===== config.mk =====
export PLATFORM = sky130hd
export DESIGN_NAME = brownout_monitor_control
export DESIGN_NICKNAME = d
export VERILOG_FILES = /design/src/core/brownout_pkg.sv /design/src/core/brownout_monitor_control.sv
export VERILOG_INCLUDE_DIRS = /design/src /design/src/core
export SDC_FILE = /design/constraint.sdc
export NUM_CORES = 1
export LEC_CHECK = 0
export ABC_AREA = 1
export BUFFER_PORTS_ARGS = -buffer_cell sky130_fd_sc_hd__buf_2
export CORE_UTILIZATION = 55
export CTS_CLUSTER_SIZE = 14
export DETAILED_ROUTE_END_ITERATION = 8
export HOLD_SLACK_MARGIN = 0.02
export MAX_ROUTING_LAYER = met4
export PLACE_DENSITY = 0.75
export SYNTH_ARGS = -nofsm -noshare
export SYNTH_HDL_FRONTEND = slang
export SYNTH_SLANG_ARGS = --single-unit

===== constraint.sdc =====
create_clock -name clk_sys -period 3.9 [get_ports clk_sys]
set_input_delay 0.39 -clock clk_sys [delete_from_list [all_inputs] [get_ports clk_sys]]
set_output_delay 0.39 -clock clk_sys [all_outputs]
set_load 0.02 [all_outputs]

===== src/core/brownout_defines.svh =====
// Contract
// RULE1 - Warning interrupt suppressed while processor debug-halted
// RULE2 - Flag set regardless of interrupt enable
// RULE3 - Request while enabled and flagged, until cleared
// RULE4 - Awake mode loaded from fuses, read-only
// RULE5 - Sleep uses sleep mode, wake uses awake mode
// RULE6 - Software unlocks, then writes within four instructions
// RULE7 - Sleep field unchanged without valid unlock
// RULE8 - Sample rate bit: 0 1kHz, 1 125Hz
// RULE9 - Awake decode; code 3 stalls wake until running
// RULE10 - Sleep decode; code 3 reserved; fuse reset
// RULE11 - Read-only three-bit threshold level from fuses
// RULE12 - Margin codes 0,1,2 give 5/15/25 percent
// RULE13 - Trigger: fall, rise, either; others reserved
// RULE14 - Writing one enables warning interrupt
// RULE15 - Flag set on matching trigger, detector enabled
// RULE16 - Status one when supply below warning threshold
// RULE17 - Monitor follows detector mode, sampled too
// RULE18 - System reset when supply below threshold
// RULE19 - Flag cleared by writing one
// RULE20 - Comparator synchronised before edge detection
`ifndef BROWNOUT_DEFINES_SVH
`define BROWNOUT_DEFINES_SVH
`define ADDR_MODE_CTRL 4'h0
`define ADDR_LEVEL_CFG 4'h1
`define ADDR_MARGIN_CTRL 4'h8
`define ADDR_IRQ_CTRL 4'h9
`define ADDR_IRQ_FLAGS 4'hA
`define ADDR_STATE 4'hB
`define BIT_SAMPLE_RATE 4
`define FLD_AWAKE_HI 3
`define FLD_AWAKE_LO 2
`define FLD_SLEEP_HI 1
`define FLD_SLEEP_LO 0
`define FLD_TRIG_HI 2
`define FLD_TRIG_LO 1
`define BIT_IRQ_EN 0
`define BIT_FLAG 0
`define UNLOCK_WINDOW 3'h4
`define SAMPLE_FAST_HZ 1000
`define SAMPLE_SLOW_HZ 125
`define CLK_HZ 50000000
`define SAMPLE_FAST_CYC (`CLK_HZ / `SAMPLE_FAST_HZ)
`define SAMPLE_SLOW_CYC (`CLK_HZ / `SAMPLE_SLOW_HZ)
`define FLD_MARGIN_HI 1
`define FLD_MARGIN_LO 0
`define WAKE_STALL_CYC 16
`define RESET_BYTE 8'h00
`endif


===== src/core/brownout_pkg.sv =====
package brownout_pkg;
    typedef enum logic [1:0] {
        MODE_DIS = 2'h0,
        MODE_CONT = 2'h1,
        MODE_SAMP = 2'h2,
        MODE_CONT_HOLD = 2'h3
    } det_mode_e;
    typedef enum logic [1:0] {
        TRIG_BELOW = 2'h0,
        TRIG_ABOVE = 2'h1,
        TRIG_CROSS = 2'h2,
        TRIG_RSVD = 2'h3
    } trig_e;
    typedef logic [7:0] byte_t;
endpackage : brownout_pkg


===== src/core/brownout_monitor_control.sv =====
`include "brownout_defines.svh"
`timescale 1ns/1ps
`default_nettype none
module brownout_monitor_control #(
    parameter int unsigned FAST_CYC = `SAMPLE_FAST_CYC,
    parameter int unsigned SLOW_CYC = `SAMPLE_SLOW_CYC,
    parameter int unsigned WAKE_HOLD_CYC = `WAKE_STALL_CYC
) (
    input wire logic clk_sys,
    input wire logic reset,
    input wire logic [3:0] addr,
    input wire logic [7:0] wdata,
    input wire logic wr_en,
    input wire logic rd_en,
    output logic [7:0] rdata,
    input wire logic [1:0] fuse_sleep_mode,
    input wire logic [1:0] fuse_awake_mode,
    input wire logic fuse_sample_rate,
    input wire logic [2:0] fuse_threshold,
    input wire logic unlock_key_written,
    input wire logic instr_retired,
    input wire logic sleep_deep,
    input wire logic debug_halted,
    input wire logic brownout_cmp,
    input wire logic warn_cmp,
    output logic detector_on,
    output logic detector_sample,
    output logic [2:0] brownout_threshold_sel,
    output logic [1:0] early_warn_margin_sel,
    output logic early_warn_irq,
    output logic wake_stall,
    output logic system_reset_req
);
    // Configuration captured from fuses
    logic fuse_loaded_q;
    logic [1:0] awake_mode_q;
    logic [1:0] awake_mode_d;
    logic [1:0] sleep_mode_q;
    logic [1:0] sleep_mode_d;
    logic sample_rate_sel_q;
    logic sample_rate_sel_d;
    logic [2:0] threshold_q;
    logic [2:0] threshold_d;

    // Software-writable warning configuration
    logic [1:0] margin_q;
    logic [1:0] margin_d;
    logic [1:0] trigger_q;
    logic [1:0] trigger_d;
    logic irq_en_q;
    logic irq_en_d;

    // Warning flag
    logic flag_q;
    logic flag_d;

    // Unlock window counter
    logic [2:0] unlock_cnt_q;
    logic [2:0] unlock_cnt_d;

    // Sleep tracking, sample timing and wake stall
    logic sleep_q;
    logic [31:0] samp_cnt_q;
    logic [31:0] samp_cnt_d;
    logic samp_tick_q;
    logic [31:0] wake_cnt_q;
    logic [31:0] wake_cnt_d;
    logic wake_stall_d;

    // Comparator synchronisers and edge history
    logic warn_s1_q;
    logic warn_s2_q;
    logic warn_prev_q;
    logic warn_prev_d;
    logic bo_s1_q;
    logic bo_s2_q;

    // Register address match
    function automatic logic reg_hit(input logic [3:0] a, input logic [3:0] target);
        reg_hit = a == target;
    endfunction : reg_hit

    // Supply transition against the selected trigger type
    function automatic logic trig_match(input logic [1:0] sel, input logic below_edge, input logic above_edge);
        case (sel)
            brownout_pkg::TRIG_BELOW: trig_match = below_edge;
            brownout_pkg::TRIG_ABOVE: trig_match = above_edge;
            brownout_pkg::TRIG_CROSS: trig_match = below_edge || above_edge;
            default: trig_match = 1'b0;
        endcase
    endfunction : trig_match

    // Detector activity for a mode code in the current power state
    function automatic logic mode_runs(input logic [1:0] mode, input logic asleep);
        case (mode)
            brownout_pkg::MODE_CONT: mode_runs = 1'b1;
            brownout_pkg::MODE_SAMP: mode_runs = 1'b1;
            brownout_pkg::MODE_CONT_HOLD: mode_runs = !asleep;
            default: mode_runs = 1'b0;
        endcase
    endfunction : mode_runs

    // Address decode and write strobes
    wire wr_mode = wr_en && reg_hit(addr, `ADDR_MODE_CTRL);
    wire wr_margin = wr_en && reg_hit(addr, `ADDR_MARGIN_CTRL);
    wire wr_irq = wr_en && reg_hit(addr, `ADDR_IRQ_CTRL);
    wire wr_flags = wr_en && reg_hit(addr, `ADDR_IRQ_FLAGS);

    // Unlock window open while the counter is nonzero
    wire unlocked = unlock_cnt_q != 3'h0;
    wire sleep_wr_ok = wr_mode && unlocked; // RULE7

    // Mode in force: sleep field while deep asleep, awake field otherwise
    wire [1:0] mode_now = sleep_q ? sleep_mode_q : awake_mode_q; // RULE5
    // Reserved sleep code runs nothing
    wire det_en = fuse_loaded_q && mode_runs(mode_now, sleep_q); // RULE10
    wire det_samp = mode_now == brownout_pkg::MODE_SAMP; // RULE9

    // Sample period from the rate bit, slow when set
    wire [31:0] samp_period = sample_rate_sel_q ? SLOW_CYC : FAST_CYC; // RULE8
    wire samp_wrap = samp_cnt_q >= samp_period - 32'h1;

    // Monitor evaluates only when detector active, each tick if sampled
    wire mon_eval = det_en && (!det_samp || samp_tick_q); // RULE17
    wire fell_below = warn_s2_q && !warn_prev_q;
    wire rose_above = !warn_s2_q && warn_prev_q;
    wire trig_hit = trig_match(trigger_q, fell_below, rose_above); // RULE13
    wire flag_set = mon_eval && trig_hit; // RULE15
    wire flag_clr = wr_flags && wdata[`BIT_FLAG]; // RULE19

    // Leaving deep sleep with the hold-on-wake awake mode
    wire waking = sleep_q && !sleep_deep && awake_mode_q == brownout_pkg::MODE_CONT_HOLD;

    // Next values of the fuse-loaded fields
    assign awake_mode_d = fuse_loaded_q ? awake_mode_q : fuse_awake_mode; // RULE4
    assign sleep_mode_d = !fuse_loaded_q ? fuse_sleep_mode
        : sleep_wr_ok ? wdata[`FLD_SLEEP_HI:`FLD_SLEEP_LO] : sleep_mode_q; // RULE10 RULE7
    assign sample_rate_sel_d = !fuse_loaded_q ? fuse_sample_rate
        : wr_mode ? wdata[`BIT_SAMPLE_RATE] : sample_rate_sel_q; // RULE8
    assign threshold_d = fuse_loaded_q ? threshold_q : fuse_threshold; // RULE11

    // Next values of the software-writable fields
    assign margin_d = wr_margin ? wdata[`FLD_MARGIN_HI:`FLD_MARGIN_LO] : margin_q; // RULE12
    assign trigger_d = wr_irq ? wdata[`FLD_TRIG_HI:`FLD_TRIG_LO] : trigger_q; // RULE13
    assign irq_en_d = wr_irq ? wdata[`BIT_IRQ_EN] : irq_en_q; // RULE14

    // Set wins over a clear in the same cycle
    assign flag_d = flag_set || (flag_q && !flag_clr); // RULE2 RULE19

    // Key reloads the window; a guarded write or the fourth instruction uses it up
    assign unlock_cnt_d = unlock_key_written ? `UNLOCK_WINDOW
        : sleep_wr_ok ? 3'h0
        : (instr_retired && unlocked) ? unlock_cnt_q - 3'h1 : unlock_cnt_q; // RULE6

    // Free-running sample counter
    assign samp_cnt_d = samp_wrap ? 32'h0 : samp_cnt_q + 32'h1;

    // Edge history advances only on evaluation cycles
    assign warn_prev_d = mon_eval ? warn_s2_q : warn_prev_q; // RULE20

    // Wake stall counter and level
    assign wake_cnt_d = waking ? WAKE_HOLD_CYC
        : wake_cnt_q != 32'h0 ? wake_cnt_q - 32'h1 : wake_cnt_q;
    assign wake_stall_d = waking || wake_cnt_q > 32'h1; // RULE9

    // Read mux
    logic [7:0] rd_d;
    always_comb begin
        rd_d = `RESET_BYTE;
        case (addr)
            `ADDR_MODE_CTRL: rd_d = {3'h0, sample_rate_sel_q, awake_mode_q, sleep_mode_q};
            `ADDR_LEVEL_CFG: rd_d = {5'h0, threshold_q}; // RULE11
            `ADDR_MARGIN_CTRL: rd_d = {6'h0, margin_q};
            `ADDR_IRQ_CTRL: rd_d = {5'h0, trigger_q, irq_en_q};
            `ADDR_IRQ_FLAGS: rd_d = {7'h0, flag_q};
            `ADDR_STATE: rd_d = {7'h0, warn_s2_q && det_en}; // RULE16
            default: rd_d = `RESET_BYTE;
        endcase
    end

    // Read data register
    always_ff @(posedge clk_sys or posedge reset) begin
        if (reset) rdata <= `RESET_BYTE;
        else rdata <= rd_en ? rd_d : `RESET_BYTE;
    end

    // Fuse-loaded marker, set on the first edge after reset
    always_ff @(posedge clk_sys or posedge reset) begin
        if (reset) begin
            fuse_loaded_q <= 1'b0;
        end else begin
            fuse_loaded_q <= 1'b1;
        end
    end

    // Awake mode field
    always_ff @(posedge clk_sys or posedge reset) begin
        if (reset) begin
            awake_mode_q <= 2'h0;
        end else begin
            awake_mode_q <= awake_mode_d; // RULE4
        end
    end

    // Sleep mode field
    always_ff @(posedge clk_sys or posedge reset) begin
        if (reset) begin
            sleep_mode_q <= 2'h0;
        end else begin
            sleep_mode_q <= sleep_mode_d; // RULE7
        end
    end

    // Sample rate bit
    always_ff @(posedge clk_sys or posedge reset) begin
        if (reset) begin
            sample_rate_sel_q <= 1'b0;
        end else begin
            sample_rate_sel_q <= sample_rate_sel_d; // RULE8
        end
    end

    // Threshold level field
    always_ff @(posedge clk_sys or posedge reset) begin
        if (reset) begin
            threshold_q <= 3'h0;
        end else begin
            threshold_q <= threshold_d; // RULE11
        end
    end

    // Warning margin field
    always_ff @(posedge clk_sys or posedge reset) begin
        if (reset) begin
            margin_q <= 2'h0;
        end else begin
            margin_q <= margin_d; // RULE12
        end
    end

    // Trigger type field
    always_ff @(posedge clk_sys or posedge reset) begin
        if (reset) begin
            trigger_q <= 2'h0;
        end else begin
            trigger_q <= trigger_d; // RULE13
        end
    end

    // Interrupt enable bit
    always_ff @(posedge clk_sys or posedge reset) begin
        if (reset) begin
            irq_en_q <= 1'b0;
        end else begin
            irq_en_q <= irq_en_d; // RULE14
        end
    end

    // Warning flag
    always_ff @(posedge clk_sys or posedge reset) begin
        if (reset) begin
            flag_q <= 1'b0;
        end else begin
            flag_q <= flag_d; // RULE2
        end
    end

    // Unlock window counter
    always_ff @(posedge clk_sys or posedge reset) begin
        if (reset) begin
            unlock_cnt_q <= 3'h0;
        end else begin
            unlock_cnt_q <= unlock_cnt_d; // RULE6
        end
    end

    // Warning comparator synchroniser
    always_ff @(posedge clk_sys or posedge reset) begin
        if (reset) begin
            warn_s1_q <= 1'b0;
            warn_s2_q <= 1'b0;
        end else begin
            warn_s1_q <= warn_cmp; // RULE20
            warn_s2_q <= warn_s1_q;
        end
    end

    // Warning edge history
    always_ff @(posedge clk_sys or posedge reset) begin
        if (reset) begin
            warn_prev_q <= 1'b0;
        end else begin
            warn_prev_q <= warn_prev_d; // RULE20
        end
    end

    // Brown-out comparator synchroniser
    always_ff @(posedge clk_sys or posedge reset) begin
        if (reset) begin
            bo_s1_q <= 1'b0;
            bo_s2_q <= 1'b0;
        end else begin
            bo_s1_q <= brownout_cmp;
            bo_s2_q <= bo_s1_q;
        end
    end

    // Sample tick generator
    always_ff @(posedge clk_sys or posedge reset) begin
        if (reset) begin
            samp_cnt_q <= 32'h0;
            samp_tick_q <= 1'b0;
        end else begin
            samp_cnt_q <= samp_cnt_d;
            samp_tick_q <= samp_wrap;
        end
    end

    // Deep sleep tracking
    always_ff @(posedge clk_sys or posedge reset) begin
        if (reset) begin
            sleep_q <= 1'b0;
        end else begin
            sleep_q <= sleep_deep; // RULE5
        end
    end

    // Wake stall counter
    always_ff @(posedge clk_sys or posedge reset) begin
        if (reset) begin
            wake_cnt_q <= 32'h0;
        end else begin
            wake_cnt_q <= wake_cnt_d;
        end
    end

    // Wake stall output
    always_ff @(posedge clk_sys or posedge reset) begin
        if (reset) begin
            wake_stall <= 1'b0;
        end else begin
            wake_stall <= wake_stall_d; // RULE9
        end
    end

    // Detector activity outputs
    always_ff @(posedge clk_sys or posedge reset) begin
        if (reset) begin
            detector_on <= 1'b0;
            detector_sample <= 1'b0;
        end else begin
            detector_on <= det_en;
            detector_sample <= det_en && det_samp; // RULE17
        end
    end

    // Level selections to the analog side
    always_ff @(posedge clk_sys or posedge reset) begin
        if (reset) begin
            brownout_threshold_sel <= 3'h0;
            early_warn_margin_sel <= 2'h0;
        end else begin
            brownout_threshold_sel <= threshold_q; // RULE11
            early_warn_margin_sel <= margin_q; // RULE12
        end
    end

    // Warning interrupt request, muted while debug halted
    always_ff @(posedge clk_sys or posedge reset) begin
        if (reset) begin
            early_warn_irq <= 1'b0;
        end else begin
            early_warn_irq <= irq_en_q && flag_q && !debug_halted; // RULE3 RULE1
        end
    end

    // System reset request below the brown-out level
    always_ff @(posedge clk_sys or posedge reset) begin
        if (reset) begin
            system_reset_req <= 1'b0;
        end else begin
            system_reset_req <= det_en && bo_s2_q; // RULE18
        end
    end
endmodule : brownout_monitor_control
`default_nettype wire


Word-level counts from Yosys, hierarchy flattened
Cells that the tools add are included.
{"block": "word_totals", "regBits": 107, "out_inout_bits": 18}
{"block": "op_classes", "n_addsub": 4, "order_cmp": 2, "n_eq_ne": 13, "muxes": 16, "reduce_logical": 38}
{"cell": "$mux W32", "count": 3}
{"cell": "$add A32 B1 Y32 const B", "count": 1}
{"cell": "$ge A32 B32 Y1", "count": 1}
{"cell": "$gt A32 B1 Y1 const B", "count": 1}
{"cell": "$reduce_bool A32 Y1", "count": 1}
{"cell": "$sub A32 B1 Y32 const B", "count": 1}
{"cell": "$pmux W5 S6", "count": 1}
{"cell": "$logic_and A1 B1 Y1", "count": 20}
{"cell": "$sub A19 B1 Y20 const B", "count": 1}
{"cell": "$mux W19", "count": 1}
{"cell": "$eq A4 B4 Y1 const B", "count": 4}
{"cell": "$mux W3", "count": 3}
{"cell": "$eq A2 B2 Y1 const B", "count": 4}
{"cell": "$mux W8", "count": 1}
{"cell": "$logic_not A1 Y1", "count": 7}
{"cell": "$mux W2", "count": 3}
{"cell": "$reduce_bool A3 Y1", "count": 2}
{"cell": "$eq A2 B1 Y1 const B", "count": 2}
{"cell": "$eq A4 B1 Y1 const B", "count": 1}
{"cell": "$logic_not A4 Y1", "count": 1}
{"cell": "$logic_or A1 B1 Y1", "count": 4}
{"cell": "$ne A2 B1 Y1 const B", "count": 2}
{"cell": "$pmux W1 S3", "count": 1}
{"cell": "$sub A3 B1 Y3 const B", "count": 1}
{"cell": "5 further kinds", "count": 6}

Logic depth before layout (Yosys ltp)
{"block": "logic_depth", "depth_word": 8, "mapped_depth": 12, "mapped_depth_nobuf": 11}

Worst setup path before layout
Ideal clock, no wire load.
{"block": "synth_timing", "path_kind": "register to register", "start": "reg sample_rate_sel_q", "end": "reg samp_cnt_q[7]", "arrival_time_ns": 1.548, "t_required_ns": 3.828, "setup_slack_ns": 2.281, "stages_incl_launch_ff": 8, "path_cell_list": "dfrtp_1 inv_1 ha_1 or2_2 nor4_1 nand2_1 buf_2 nor2_1"}
{"block": "synth_between", "elab_chain_len": 4}
{"element": "start, declared", "line": "brownout_monitor_control.sv:40", "text": "logic sample_rate_sel_q;"}
{"element": "start signal, assigned", "line": "brownout_monitor_control.sv:219", "text": "sample_rate_sel_q <= sample_rate_sel_d;"}
{"element": "$mux W19", "line": "brownout_monitor_control.sv:120", "text": "wire [31:0] samp_period = sample_rate_sel_q ? SLOW_CYC : FAST_CYC;"}
{"element": "$sub A19 B1 Y20", "line": "brownout_monitor_control.sv:121", "text": "wire samp_wrap = samp_cnt_q >= samp_period - 32'h1;"}
{"element": "$ge A32 B32 Y1", "line": "brownout_monitor_control.sv:121"}
{"element": "$mux W32", "line": "brownout_monitor_control.sv:156", "text": "assign samp_cnt_d = samp_wrap ? 32'h0 : samp_cnt_q + 32'h1;"}
{"element": "named net samp_cnt_d[7]", "line": "brownout_monitor_control.sv:64", "text": "logic [31:0] samp_cnt_d;"}
{"element": "end signal, assigned", "line": "brownout_monitor_control.sv:314", "text": "samp_cnt_q <= samp_cnt_d;"}
{"element": "end, declared", "line": "brownout_monitor_control.sv:63", "text": "logic [31:0] samp_cnt_q;"}
The timed path passes the listed nets, and every way through them passes these cells.
A chain may end at the register's enable or synchronous reset.

Worst setup path after layout
{"block": "layout_timing", "start": "reg sample_rate_sel_q", "end": "reg samp_cnt_q[4]"}
The elaborated chain is that of the path after synthesis.

==> flow_metrics.py <==
metrics = {
    "status": {
        "status": "completed",
    },
    "synthesis": {
        "synth_most_common_cell": "nand2_1",
        "ys.flop_type": "dfrtp_1",
        "postSynthCellCount": 666,
        "postSynthAreaPerCell_um2": 8.01,
        "yosysWarnings": 0,
        "synthesis.area_um2": 5330,
        "yosysSeqAreaShare": 0.488,
        "synth_seq_cells": 104,
        "synth_largest_area_cell": "dfrtp_1",
        "async_reset_ff_frac": 1.00,
        "synth-edff-count": 0,
        "synth_area_leaders": "dfrtp_1 49%, nand2_1 11%, nor2_1 9.5%",
        "synth.top_cell.area_share": 0.488,
        "synth_commonest_cells": "156 x nand2_1, 135 x nor2_1, 104 x dfrtp_1, 68 x inv_1, 40 x nand3_1",
        "synth.distinct_cells": 34,
    },
    "die": {
        "dieArea_um2": 10100,
        "die_x_um": 100,
        "start_util": 0.572,
        "core_area_um2": 9330,
        "fp-row-count": 35,
        "io_pins": 48,
        "fp.dieH_um": 100,
    },
    "cts": {
        "clockRootBuffer": "clkbuf_8",
        "cts_resized": 0,
        "cts_tree": "built",
        "insertion_delay_ns": 0.38,
        "cts_hold_buf": 0,
        "post_cts_buffers": 0,
        "cts_buffers": 9,
        "cts_sinks": 104,
        "clk_pin_slew_ns": 0.10,
        "cts.htree.levels": 3,
        "cts_buffer_depth": 2,
    },
    "place": {
        "port_buffers": 40,
        "gp_congestion": 0.912,
        "postPlaceCellArea_um2": 5690,
        "dp_hpwl_um": 7850,
        "dp_worst_setup_slack_ns": 1.70,
    },
    "grt": {
        "grt_pass1_vias": 4289,
        "grt_pass1_wl_um": 18600,
        "grt_max_degree": 81,
        "antenna_found_initial": 0,
        "grt_use_total": 0.244,
        "gr-total-overflow": 0,
    },
    "sta": {
        "hold_violations": 0,
        "fin_setup_tns_ns": 0,
        "worstMarginPinSlew_ns": 0.934,
        "relSlewSlack": 0.377,
        "setup_viol": 0,
        "layout_setup_ws_ns": 1.65,
        "drv_slew": 0,
        "min_period_over_period": 0.576,
        "rsz0062_at_grt": "false",
        "fmax_mhz": 445,
        "fin_worst_skew_ns": 0.0155,
        "period_needed_ns": 2.25,
    },
    "run": {
        "cap_viol_max_count": 0,
    },
    "critical_path": {
        "worst_r2r_path_depth": 9,
        "crit_arrival_ns": 2.53,
        "cp-end-kind": "flop",
        "critPathKind": "flop to flop",
        "cp_slowest_stage_delay_ns": 0.43,
        "reg2reg_slack_ns": 1.65,
        "r2r_start": "sample_rate_sel_q",
        "critPathLaunchType": "flop",
        "cp_slowest_cell": "dfrtp_1",
        "cp_cell_sequence": "inv_1 > ha_1 > a21oi_1 > a21oi_1 > nor2_1 > nand2_1 > nand2_1 > nand2_1 > nor2_1",
        "r2r_end": "samp_cnt_q[4]",
        "crit_required_ns": 4.19,
        "cpMostUsedCell": "nand2_1",
        "path_max_fanout": 21,
    },
    "power": {
        "leakage_nw": 2.96,
        "p_per_area_nw_per_um2": 612,
        "power_mw": 3.60,
        "vdd_drop_max_v": 0.000272,
    },
    "routing": {
        "vias": 4293,
        "viasPerCell": 5.02,
        "ant_nets": 0,
        "drt_iter0_drc": 141,
        "drtPass1Iterations": 4,
        "wire_per_inst_um": 12.5,
        "drc": 0,
        "routed_wl_um": 10700,
    },
    "layout": {
        "fillers": 822,
        "postLayoutCellArea_um2": 5890,
        "drive_above_1_share": 0.109,
        "nets": 771,
        "postLayoutCoreUtil": 0.631,
        "num_antenna_cells": 0,
        "area_delta_synth_final_pct": 10.4,
    },
    "hold_path": {
        "hold_path.class": "primary input to flop",
        "hold_depth": 1,
        "holdCritStartpoint": "brownout_cmp",
        "min_to": "bo_s1_q",
    },
}
-- cell usage in the layout, fill, tap and decap left out, drive strengths merged, types with 11 or more instances in the layout --
cell type / netlist / final
buf: 8 / 42
conb: 2 / 16
o21ai: 24 / 24
nor3: 17 / 17
nand4: 14 / 14
nor2: 145 / 145
dfrtp: 104 / 104
xor2: 19 / 19
nand3: 40 / 40
o21bai: 11 / 11
ha: 20 / 20
a21oi: 11 / 11
inv: 70 / 71
nand2: 159 / 159
-- routing by layer --
metal / vias to the layer above / GRT usage / share of wire
li1: 2192 / - / -
met1: 2007 / 0.290 / 0.45
met2: 72 / 0.408 / 0.49
met3: 22 / 0.0479 / 0.035
met4: 0 / 0.0992 / 0.023
met5: - / - / 0
-- how the worst max path moves through the flow --
stage               slack, ns  cells past startpoint              start         endpoint
global route             1.43                      9  sample_rate_sel_q   samp_cnt_q[11]
CTS                      1.64                      9  sample_rate_sel_q   samp_cnt_q[11]
detailed placement       1.70                      9  sample_rate_sel_q   samp_cnt_q[17]
finish                   1.65                      9  sample_rate_sel_q    samp_cnt_q[4]
global placement         1.73                      8  sample_rate_sel_q      samp_tick_q
floorplan                0.78                      1              reset  awake_mode_q[0]
-- where the power goes --
part / internal [mW] / leakage (nW) / switching [mW]
clock: 0.297 / 0.0969 / 0.366
sequential: 1.27 / 1.33 / 0.189
combinational: 0.484 / 1.53 / 0.997
-- critical path, delay by kind of cell (launching register included) --
family / cells / cell delay (ns)
and+or+nand+nor: 5 / 0.83
DFF: 1 / 0.43
adders and majority gates: 1 / 0.33
buffers and inverters: 1 / 0.29
AOI/OAI and AO/OA: 2 / 0.27
-- cell families after synthesis --
group / count (synthesis) / synth area share
buf+inv: 82 / 0.0626
other cells: 2 / 0.00141
compound gates: 53 / 0.0596
fa+ha+maj: 20 / 0.0469
xor+xnor: 24 / 0.0394
flops: 104 / 0.488
simple gates: 381 / 0.302
-- registers in the layout, indices dropped and copies added (netlist names), 2 cells and up --
name / cells
early_warn_margin_sel: 2
awake_mode_q: 2
sleep_mode_q: 2
samp_cnt_q: 32
trigger_q: 2
brownout_threshold_sel: 3
margin_q: 2
threshold_q: 3
rdata: 5
unlock_cnt_q: 3
wake_cnt_q: 32
-- per-stage QoR --
| step | hold WS [ns] | cells |
|---|---|---|
| floorplan | 0.331 | 680 |
| global placement | 0.335 | 839 |
| detailed placement | 0.352 | 839 |
| CTS | 0.106 | 855 |
| global route | 0.100 | 855 |
| finish | 0.120 | 855 |
-- area by class of cell --
class / instances / area (um2) / area share
clock buffer: 9 / 124 / 0.0210
timing repair buffer: 42 / 215 / 0.0365
clock inverter: 7 / 71.3 / 0.0121
multi-input combinational: 494 / 2450 / 0.416
tap: 129 / 161 / 0.0274
sequential: 104 / 2600 / 0.442
inverter: 70 / 265 / 0.0450
Note: power is estimated with default switching activity, not from simulation.
